<file path="config.mk">
export PLATFORM = sky130hd
export DESIGN_NAME = dmr_mode_decode
export DESIGN_NICKNAME = d
export VERILOG_FILES = /design/src/inc/dmr_pkg.sv /design/src/verilog/dmr_mode_decode.sv
export SDC_FILE = /design/constraint.sdc
export NUM_CORES = 1
export LEC_CHECK = 0
export ABC_AREA = 1
export BUFFER_PORTS_ARGS = -buffer_cell sky130_fd_sc_hd__buf_2
export CAP_MARGIN = 15
export CORE_UTILIZATION = 60
export CTS_BUF_LIST = sky130_fd_sc_hd__clkbuf_8
export DETAILED_ROUTE_END_ITERATION = 8
export MAX_ROUTING_LAYER = met4
export PLACE_DENSITY = 0.84
export SYNTH_ARGS = -nofsm -noshare
export SYNTH_HDL_FRONTEND = slang
export SYNTH_SLANG_ARGS = --single-unit
</file>
<file path="constraint.sdc">
create_clock -name clk_i -period 3.5 [get_ports clk_i]
set_clock_uncertainty 0.05 [all_clocks]
set_input_delay 0.525 -clock clk_i [delete_from_list [all_inputs] [get_ports clk_i]]
set_output_delay 0.525 -clock clk_i [all_outputs]
set_load 0.01 [all_outputs]
</file>
<file path="src/inc/dmr_pkg.sv">
package dmr_pkg;
  // command encodings on {ras_n, cas_n, we_n}
  localparam logic [2:0] CMD_LOAD_MODE = 3'h0;
  localparam logic [2:0] CMD_REFRESH = 3'h1;
  localparam logic [2:0] CMD_READ = 3'h5;
  localparam logic [2:0] CMD_WRITE = 3'h4;
  localparam logic [2:0] CMD_NOP = 3'h7;
  // bank select values
  localparam logic [2:0] BANK_MODE = 3'h0;
  localparam logic [2:0] BANK_EXT = 3'h1;
  localparam int ADDR_W = 14;
  localparam int REG_W = 17;
  // mode register fields
  localparam int MR_BL_LSB = 0;
  localparam int MR_BT_BIT = 3;
  localparam int MR_CL_LSB = 4;
  localparam int MR_TM_BIT = 7;
  localparam int MR_DLLRST_BIT = 8;
  localparam int MR_WR_LSB = 9;
  localparam int MR_PD_BIT = 12;
  // extended mode register fields
  localparam int EMR_DLLDIS_BIT = 0;
  localparam int EMR_DRV_BIT = 1;
  localparam int EMR_AL_LSB = 3;
  localparam int EMR_CAL_LSB = 7;
  localparam int EMR_NSTB_DIS_BIT = 10;
  localparam int EMR_XSTB_EN_BIT = 11;
  localparam int EMR_QOFF_BIT = 12;
  localparam logic [2:0] BL4_CODE = 3'h2;
  localparam logic [2:0] BL8_CODE = 3'h3;
  localparam logic [3:0] CL_MIN = 4'h3;
  localparam logic [3:0] CL_MAX = 4'h7;
  localparam logic [3:0] WR_MIN = 4'h2;
  localparam logic [3:0] WR_MAX = 4'h8;
  localparam logic [3:0] AL_MAX = 4'h6;
  localparam logic [REG_W-1:0] MR_RESET = 17'h0_0032;
  localparam logic [REG_W-1:0] EMR_RESET = 17'h0_0000;
  localparam int PIPE_D = 16;
  localparam int SR_W = 3;
  localparam logic [4:0] WR_CNT_ZERO = 5'h00;
  localparam logic [4:0] ONE5 = 5'h01;
  localparam logic [3:0] ONE4 = 4'h1;

  typedef struct packed {
    logic [2:0] cmd;
    logic [2:0] bank;
    logic [ADDR_W-1:0] addr;
    logic cke;
  } dmr_cmd_t;

  typedef struct packed {
    logic [3:0] cas_lat;
    logic [3:0] add_lat;
    logic [3:0] wr_rec;
    logic burst8;
    logic interleave;
    logic slow_exit;
    logic drive_reduced;
    logic dll_on;
    logic test_mode;
  } dmr_cfg_t;

  typedef enum logic [1:0] {
    PD_NONE = 2'b00,
    PD_FAST = 2'b01,
    PD_SLOW = 2'b10,
    PD_PRE = 2'b11
  } dmr_pd_t;
endpackage

</file>
<file path="src/verilog/dmr_mode_decode.sv">
`timescale 1ns/1ps
// Behaviour
// RULE1: mode load with test bit 0 stores fields; with 1 only enters test mode
// RULE2: dll reset bit starts a loop reset and clears itself next cycle
// RULE3: controller waits 200 clocks after loop reset before read
// RULE4: auto precharge after write waits write recovery clocks after last data
// RULE5: controller programs write recovery 2..8, no reserved codes
// RULE6: power-down select 0 gives fast exit, loop running
// RULE7: power-down select 1 gives slow exit, loop frozen
// RULE8: cas latency field selects whole clocks 3 to 7
// RULE9: read data starts cas latency clocks after the read edge
// RULE10: with additive latency, reads are held that many clocks first
// RULE11: controller loads extended register only idle, then waits set delay
// RULE12: extended register holds until rewritten; array untouched
// RULE13: controller follows loop enable with reset and 200 clock wait
// RULE14: self refresh turns loop off; exit re-enables and resets it
// RULE15: controller adds precharge-all after refresh when slow and loop off
// RULE16: drive bit 0 full drive, 1 reduced drive
// RULE17: complement disable 0 gives inverse strobe pin, 1 single-ended
// RULE18: complementary read strobe only with read strobe on, complement on
// RULE19: extra read strobe follows data strobe on reads, ignored on writes; code follows strobe whenever enabled, writes too
// RULE20: output disable turns off all data and strobe outputs
// RULE21: controller writes zero above the output-disable bit
// RULE22: controller sets calibration bits to ones then zeros during init
// RULE23: burst length field picks four or eight, reads and writes alike
// RULE24: additive latency 0..6; read latency al+cl, write one less
// RULE25: controller loads mode register only idle, then waits set delay
// RULE26: bank lines pick register, address lines carry bits, taken on edge
module dmr_mode_decode
  import dmr_pkg::*;
(
  input wire logic clk_i, // device clock
  input wire logic rst_i, // sync reset, high
  input wire dmr_cmd_t cmd_i, // registered command bus
  input wire logic autopre_i, // a10 of write: auto precharge
  input wire logic last_wdata_i, // last data beat of a write burst
  input wire logic pd_entry_i, // active power-down entry
  input wire logic strobe_i, // internal data strobe
  output dmr_cfg_t cfg_o, // decoded config
  output logic dll_reset_o, // loop reset pulse
  output logic dll_run_o, // loop running
  output logic dll_frozen_o, // loop frozen in slow exit
  output dmr_pd_t pd_mode_o, // power-down mode
  output logic int_read_o, // read issued internally
  output logic rdata_start_o, // first read data slot
  output logic precharge_o, // internal auto precharge
  output logic dq_oe_n_o, // data out enable, low drives
  output logic strobe_oe_n_o, // strobe out enable
  output logic nstrobe_oe_n_o, // complement strobe enable
  output logic xstrobe_oe_n_o, // extra read strobe enable
  output logic nxstrobe_oe_n_o, // complementary read strobe enable
  output logic xstrobe_o, // extra read strobe level
  output logic [3:0] wlat_o // write latency
);

  ////////////////////////////////////////////////////////////////////////
  logic [REG_W-1:0] mr_q, mr_d, emr_q, emr_d;
  logic test_q, test_d;
  logic in_sr_q;
  wire [REG_W-1:0] cap_word = {cmd_i.bank, cmd_i.addr};
  wire is_load = cmd_i.cmd == CMD_LOAD_MODE && cmd_i.cke;
  wire ld_mr = is_load && cmd_i.bank == BANK_MODE; // RULE26
  wire ld_emr = is_load && cmd_i.bank == BANK_EXT; // RULE26
  wire ld_test = ld_mr && cmd_i.addr[MR_TM_BIT];
  wire sr_entry = cmd_i.cmd == CMD_REFRESH && !cmd_i.cke && !in_sr_q;
  wire sr_exit = in_sr_q && cmd_i.cke;

  always_comb begin
    mr_d = mr_q;
    test_d = test_q;
    if (ld_mr) begin
      test_d = cmd_i.addr[MR_TM_BIT]; // RULE1
      // test load touches no other field
      if (!ld_test) begin
        mr_d = cap_word; // RULE1
      end
    end
    if (!ld_mr || ld_test) begin
      mr_d[MR_DLLRST_BIT] = 1'b0; // RULE2
    end
  end

  // only rewritten on its own load; nothing else disturbs it
  assign emr_d = ld_emr ? cap_word : emr_q; // RULE12

  always_ff @(posedge clk_i) begin
    if (rst_i) begin
      mr_q <= MR_RESET;
      emr_q <= EMR_RESET;
      test_q <= 1'b0;
      in_sr_q <= 1'b0;
    end else begin
      mr_q <= mr_d;
      emr_q <= emr_d;
      test_q <= test_d;
      in_sr_q <= sr_entry ? 1'b1 : (sr_exit ? 1'b0 : in_sr_q);
    end
  end

  ////////////////////////////////////////////////////////////////////////
  wire [3:0] cl_w = {1'b0, mr_q[MR_CL_LSB +: 3]}; // RULE8
  wire [3:0] wr_w = {1'b0, mr_q[MR_WR_LSB +: 3]} + ONE4; // RULE4
  wire [3:0] al_w = {1'b0, emr_q[EMR_AL_LSB +: 3]}; // RULE24
  wire [3:0] rl_w = al_w + cl_w; // RULE24
  wire dll_en = !emr_q[EMR_DLLDIS_BIT];
  wire qoff = emr_q[EMR_QOFF_BIT];
  wire nstb_on = !emr_q[EMR_NSTB_DIS_BIT]; // RULE17
  wire xstb_on = emr_q[EMR_XSTB_EN_BIT];
  wire nxstb_on = xstb_on && nstb_on; // RULE18
  dmr_cfg_t cfg_w;
  assign cfg_w.cas_lat = cl_w;
  assign cfg_w.add_lat = al_w;
  assign cfg_w.wr_rec = wr_w;
  assign cfg_w.burst8 = mr_q[MR_BL_LSB +: 3] == BL8_CODE; // RULE23
  assign cfg_w.interleave = mr_q[MR_BT_BIT];
  assign cfg_w.slow_exit = mr_q[MR_PD_BIT];
  assign cfg_w.drive_reduced = emr_q[EMR_DRV_BIT]; // RULE16
  assign cfg_w.dll_on = dll_en;
  assign cfg_w.test_mode = test_q;

  ////////////////////////////////////////////////////////////////////////
  // read pipeline: al stage then cl stage, shift by one per clock
  wire is_read = cmd_i.cmd == CMD_READ && cmd_i.cke;
  logic [PIPE_D-1:0] rd_pipe_q;
  logic [PIPE_D-1:0] rd_pipe_d;
  assign rd_pipe_d = {rd_pipe_q[PIPE_D-2:0], is_read};
  // tap k of pipe = read seen k+1 edges ago
  wire int_rd_w = (al_w == 4'h0) ? is_read : rd_pipe_q[al_w - ONE4]; // RULE10
  wire rstart_w = rd_pipe_q[rl_w - ONE4 - ONE4]; // RULE9

  // write recovery countdown to internal precharge
  logic [4:0] wr_cnt_q;
  logic ap_pend_q;
  wire wr_arm = ap_pend_q && last_wdata_i;
  wire wr_fire = wr_cnt_q == ONE5;

  always_ff @(posedge clk_i) begin
    if (rst_i) begin
      rd_pipe_q <= '0;
      wr_cnt_q <= WR_CNT_ZERO;
      ap_pend_q <= 1'b0;
    end else begin
      rd_pipe_q <= rd_pipe_d;
      if (cmd_i.cmd == CMD_WRITE && cmd_i.cke) begin
        ap_pend_q <= autopre_i;
      end else if (wr_arm) begin
        ap_pend_q <= 1'b0;
      end
      if (wr_arm) begin
        // one short: the registered output spends the last clock
        wr_cnt_q <= {1'b0, wr_w - ONE4}; // RULE4
      end else if (wr_cnt_q != WR_CNT_ZERO) begin
        wr_cnt_q <= wr_cnt_q - ONE5;
      end
    end
  end

  ////////////////////////////////////////////////////////////////////////
  // power-down and loop state
  wire [1:0] pd_w = !pd_entry_i ? PD_NONE :
                    (!mr_q[MR_PD_BIT] ? PD_FAST : PD_SLOW); // RULE6 RULE7
  wire dll_rst_w = (ld_mr && !ld_test && cmd_i.addr[MR_DLLRST_BIT]) || sr_exit; // RULE2 RULE14
  wire dll_run_w = dll_en && !in_sr_q && !(pd_entry_i && mr_q[MR_PD_BIT]); // RULE14 RULE6
  wire dll_frz_w = dll_en && pd_entry_i && mr_q[MR_PD_BIT]; // RULE7

  always_ff @(posedge clk_i) begin
    if (rst_i) begin
      cfg_o <= '0;
      dll_reset_o <= 1'b0;
      dll_run_o <= 1'b0;
      dll_frozen_o <= 1'b0;
      pd_mode_o <= PD_NONE;
      int_read_o <= 1'b0;
      rdata_start_o <= 1'b0;
      precharge_o <= 1'b0;
      dq_oe_n_o <= 1'b1;
      strobe_oe_n_o <= 1'b1;
      nstrobe_oe_n_o <= 1'b1;
      xstrobe_oe_n_o <= 1'b1;
      nxstrobe_oe_n_o <= 1'b1;
      xstrobe_o <= 1'b0;
      wlat_o <= 4'h0;
    end else begin
      cfg_o <= cfg_w;
      dll_reset_o <= dll_rst_w;
      dll_run_o <= dll_run_w;
      dll_frozen_o <= dll_frz_w;
      pd_mode_o <= dmr_pd_t'(pd_w);
      int_read_o <= int_rd_w;
      rdata_start_o <= rstart_w;
      precharge_o <= wr_fire; // RULE4
      dq_oe_n_o <= qoff; // RULE20
      strobe_oe_n_o <= qoff; // RULE20
      nstrobe_oe_n_o <= qoff || !nstb_on; // RULE17 RULE20
      xstrobe_oe_n_o <= qoff || !xstb_on; // RULE19 RULE20
      nxstrobe_oe_n_o <= qoff || !nxstb_on; // RULE18 RULE20
      xstrobe_o <= xstb_on && strobe_i; // RULE19
      wlat_o <= rl_w - ONE4; // RULE24
    end
  end
endmodule

</file>
**Word-level counts from Yosys, hierarchy flattened**

Index checks and enable logic that the tools add are counted.

- Output and inout port bits: 36
- Logic and storage cells: 102
- Bits of input ports: 27
- Register bits: 84

- Mux-type cells: 12
- Magnitude comparators: 2
- Bitwise operators: 2
- Reductions and logical operators: 41
- Equal/unequal tests: 6
- $add $sub $neg: 7

Operator list:

| kind | number |
|---|---|
| logical AND 1 bit | 19 |
| subtractor 4 x 1 -> 4 bit (second input constant) | 3 |
| less-than comparator 4 x 5 -> 1 bit (second input constant) | 2 |
| binary-select mux 1 bit (select 4 bit) | 2 |
| zero test 1 bit | 8 |
| two-way mux 4 bit | 2 |
| two-way mux 1 bit | 7 |
| == test 3 x 1 -> 1 bit (second input constant) | 2 |
| == test 3 bit (second input constant) | 2 |
| zero test 3 bit | 2 |
| nonzero test 2 bit | 3 |
| == test 5 x 1 -> 1 bit (second input constant) | 1 |
| nonzero test 5 bit | 1 |
| subtractor 5 x 1 -> 5 bit (second input constant) | 1 |
| adder 3 x 1 -> 4 bit (second input constant) | 1 |
| adder 3 x 3 -> 4 bit | 1 |
| zero test 4 bit | 1 |
| logical OR 1 bit | 4 |
| OR reduction 2 bit | 2 |
| subtractor 3 x 1 -> 4 bit (second input constant) | 1 |
| == test 3 x 2 -> 1 bit (second input constant) | 1 |
| two-way mux 2 bit | 1 |
| inverter 1 bit | 2 |
| AND reduction 2 bit | 1 |

**Longest topological paths before layout**

- Word-level depth: 8
- Mapped depth: 14
- Mapped depth without buffers: 12

**Least setup slack after synthesis**

No wires, ideal clock.

- Kind: reg2reg
- Start point: register emr_q[3]
- End point: register rdata_start_o
- Clock period less this slack: 2.213 ns
- Library setup time: 0.071 ns
- Data arrival time: 2.092 ns
- Required time: 3.379 ns
- Cell stages (with the launch flop): 14
- Path slack: 1.287 ns
- Path through: dfxtp_1 buf_4 inv_1 buf_4 ha_1 inv_1 ha_1 inv_1 fa_1 xor2_1 inv_1 nand3_1 nand3_1 a21oi_1

- Cells in the longest elaborated chain, start to end: 5

RTL lines:

| item | line | source |
|---|---|---|
| from (decl) | dmr_mode_decode.sv:57 | `logic [REG_W-1:0] mr_q, mr_d, emr_q, emr_d;` |
| from (signal assigned) | dmr_mode_decode.sv:94 | `emr_q <= emr_d;` |
| adder 3 x 3 -> 4 bit | dmr_mode_decode.sv:104 | `wire [3:0] rl_w = al_w + cl_w;` |
| subtractor 4 x 1 -> 4 bit (2 in a row) | dmr_mode_decode.sv:129 | `wire rstart_w = rd_pipe_q[rl_w - ONE4 - ONE4];` |
| binary-select mux 1 bit (select 4 bit) | dmr_mode_decode.sv:129 |  |
| two-way mux 1 bit (not written as such) | dmr_mode_decode.sv:129 |  |
| to (signal assigned) | dmr_mode_decode.sv:190 | `rdata_start_o <= rstart_w;` |
| to (decl) | dmr_mode_decode.sv:45 | `output logic rdata_start_o,` |

No other way between the ends. The select of a mux whose other input is x is not followed.
A chain may end at the register's enable or synchronous reset.

**Worst setup path in the final report**

Ends and elaborated chain as after synthesis.

==> impl_metrics.env <==
export IMPL_crit_top_cell="inv_1"
export IMPL_initial_core_util=0.631
export IMPL_die_y_um=72.9
export IMPL_die_w_um=72.9
export IMPL_synth_edf_count=0
export IMPL_synth_top_family_by_area="simple AND/OR/NAND/NOR gates"
export IMPL_dp_hpwl_mm=4.14
export IMPL_htree_levels=3
export IMPL_finalWirelength_mm=6.25
export IMPL_critPathSlowestCell="fa_1"
export IMPL_crit_fanout=14
export IMPL_drc=0
export IMPL_ys_flop_type="dfxtp_1"
export IMPL_fin_crit_ns=2.77
export IMPL_post_cts_resized=0
export IMPL_p_per_area_nw_per_um2=530
export IMPL_synth_area_um2=3020
export IMPL_tritoncts="built"
export IMPL_mostFrequentLayoutCells="dfxtp_1 (76), buf_2 (59), nor2_1 (56), inv_1 (53), nand2_1 (46)"
export IMPL_cp_cell_sequence="inv_1 -> ha_1 -> inv_1 -> ha_1 -> inv_1 -> fa_1 -> xor2_1 -> inv_1 -> nand3_1 -> nand3_1 -> a21oi_1"
export IMPL_io_buffers=59
export IMPL_synth_compound_area_share=0.103
export IMPL_place_congestion=0.893
export IMPL_power_frac_clock=0.387
export IMPL_synth_mux_area_frac=0
export IMPL_syn_inst=373
export IMPL_synth_adder_area_share=0.0481
export IMPL_drt_first_pass_iters=4
export IMPL_met2_usage=0.417
export IMPL_path_class="reg -> reg"
export IMPL_grt_max_degree=50
export IMPL_clk_path_buf_depth=2
export IMPL_fin_area_um2=3510
export IMPL_leakage_uw=0.00168
export IMPL_intPower_uw=1400
export IMPL_ioPinCount=63
export IMPL_grt_total_usage=0.263
export IMPL_antennaDiodeCount=0
export IMPL_ant_nets=0
export IMPL_synthArstFlopShare=0
export IMPL_synth_seq_area_share=0.504
export IMPL_met3_usage=0.0622
export IMPL_cts_buffers=9
export IMPL_dpl_cell_area_um2=3290
export IMPL_fmax_mhz=360
export IMPL_busiest_layer="met2"
export IMPL_cts_hold_buf=0
export IMPL_vias_per_cell=5.07
export IMPL_nets=465
export IMPL_synth_avg_cell_area_um2=8.09
export IMPL_setup_tns_ns=0
export IMPL_rsz0062_at_grt="no"
export IMPL_drive_gt1_frac=0.195
export IMPL_finalNonFillerCells=498
export IMPL_post_cts_buffers=0
export IMPL_synth_xor_area_frac=0.0174
export IMPL_gr_total_overflow=0
export IMPL_hold_class="in -> reg"
export IMPL_place_inst=483
export IMPL_area_growth_pct=16.2
export IMPL_pwr_share_seq=0.492
export IMPL_startpoint_type="flop"
export IMPL_vdd_drop_max_v=0.000356
export IMPL_slew_headroom=0.517
export IMPL_core_area_um2=4790
export IMPL_antenna_found_initial=0
export IMPL_path_clk_slew_ns=0.08
export IMPL_setup_viol=0
export IMPL_use_met1=0.312
export IMPL_cts_root_buf="clkbuf_8"
export IMPL_endpoint_kind="flop"
export IMPL_max_stage_delay_ns=0.54
export IMPL_slew_violations=0
export IMPL_p_switching_uw=454
export IMPL_yosys_area_share_simple=0.221
export IMPL_critPathArrivalTime_ns=2.99
export IMPL_yosysWarnings=0
export IMPL_post_drt_wl_per_cell_um=12.5
export IMPL_grt_pass1_wl_mm=10.1
export IMPL_combPwrFrac=0.121
export IMPL_synth_cell_types=33
export IMPL_final_period_utilization=0.793
export IMPL_switching_share=0.244
export IMPL_status="finished clean"
export IMPL_grt_pass1_vias=2313
export IMPL_die_area_um2=5320
export IMPL_detail_route_iter0_violations=189
export IMPL_core_rowCount=25
export IMPL_clock_sinks=76
export IMPL_tightest_slew_ns=0.724
export IMPL_final_common_cell="dfxtp_1"
export IMPL_via_count=2524
export IMPL_worstPathRequired_ns=3.71
export IMPL_clk_insertion_delay_late_ns=0.35
export IMPL_synth_seq_cells=76
export IMPL_maxCapViolCount=0
export IMPL_hold_viol=0
-- metal layers --
layer	wire (µm)	share of wire	vias to the layer above
met2	3010	0.48	81
li1	-	-	1286
met3	314	0.050	12
met4	105	0.017	0
met1	2820	0.45	1145
met5	0	0	-
-- sequential cells by signal, summed over array words and instances (netlist names) --
signal and count:
cfg_o 16, rd_pipe_q 16, mr_q 11, emr_q 8, wr_cnt_q 5, wlat_o 4, pd_mode_o 2, ap_pend_q 1
dll_frozen_o 1, dll_reset_o 1, dll_run_o 1, in_sr_q 1, int_read_o 1, nstrobe_oe_n_o 1, nxstrobe_oe_n_o 1, precharge_o 1
rdata_start_o 1, strobe_oe_n_o 1, test_q 1, xstrobe_o 1, xstrobe_oe_n_o 1
-- power groups by stage --
| stage | logic, µW | registers [µW] | clock network, µW |
|---|---|---|---|
| 2_1_floorplan | 160 | 938 | 0 |
| 4_1_cts | 225 | 915 | 725 |
| 5_1_grt | 262 | 920 | 760 |
| 3_3_place_gp | 214 | 934 | 0 |
| 3_5_place_dp | 220 | 935 | 0 |
| 6_report | 225 | 915 | 719 |
-- Yosys cell counts (4+ instances only) --
master | n | share of area
a21oi_1 | 21 | 0.035
buf_2 | 6 | 0.010
buf_4 | 5 | 0.012
clkbuf_1 | 4 | 0.0050
dfxtp_1 | 76 | 0.50
ha_1 | 10 | 0.041
inv_1 | 52 | 0.065
nand2_1 | 46 | 0.057
nand3_1 | 30 | 0.050
nor2_1 | 56 | 0.070
nor3_1 | 4 | 0.0066
o211ai_1 | 7 | 0.017
o21ai_0 | 23 | 0.038
-- worst max-delay path, delay by kind of cell (launching register included) --
family                   cells  cell delay (ns)
flip-flops                   1             0.52
adder cells (fa/ha/maj)      3             0.97
XOR/XNOR                     1             0.26
buffers and inverters        4             0.52
AO/OA/AOI/OAI                1             0.19
AND/OR/NAND/NOR              2             0.17
-- logic make-up after synthesis --
logic type | count (synthesis)
xor+xnor | 6
compound gates | 57
flops | 76
simple gates | 150
fa+ha+maj | 11
buf+inv | 72
other cells | 1
-- area by class of cell --
cell class	count	area, µm²
Clock buffer	10	138
Fill cell	366	1280
Inverter	54	203
Multi-Input combinational cell	226	1180
Sequential cell	76	1520
Timing Repair Buffer	60	303
Clock inverter	5	77.6
Tap cell	67	83.8
-- path summary, 6_finish.rpt --
path / start / to / slack (ns) / cells after the start
worst max register to register: emr_q[3] / rdata_start_o / 0.73 / 11
worst min register to register: test_q / cfg_o[0] / 0.38 / 2
worst max-delay path: emr_q[3] / rdata_start_o / 0.73 / 11
worst min-delay path: pd_entry_i / dll_run_o / 0.32 / 2
-- per-stage QoR --
step	util	worst slack (ns)	total power, µW	hold slack, ns
2_1_floorplan	-	1.29	1100	0.342
3_5_place_dp	0.688	0.854	1150	0.361
3_3_place_gp	0.688	0.962	1150	0.362
5_1_grt	0.733	0.509	1940	0.314
4_1_cts	0.733	0.769	1870	0.309
6_report	0.733	0.725	1860	0.316
(Power assumes the default switching activity.)
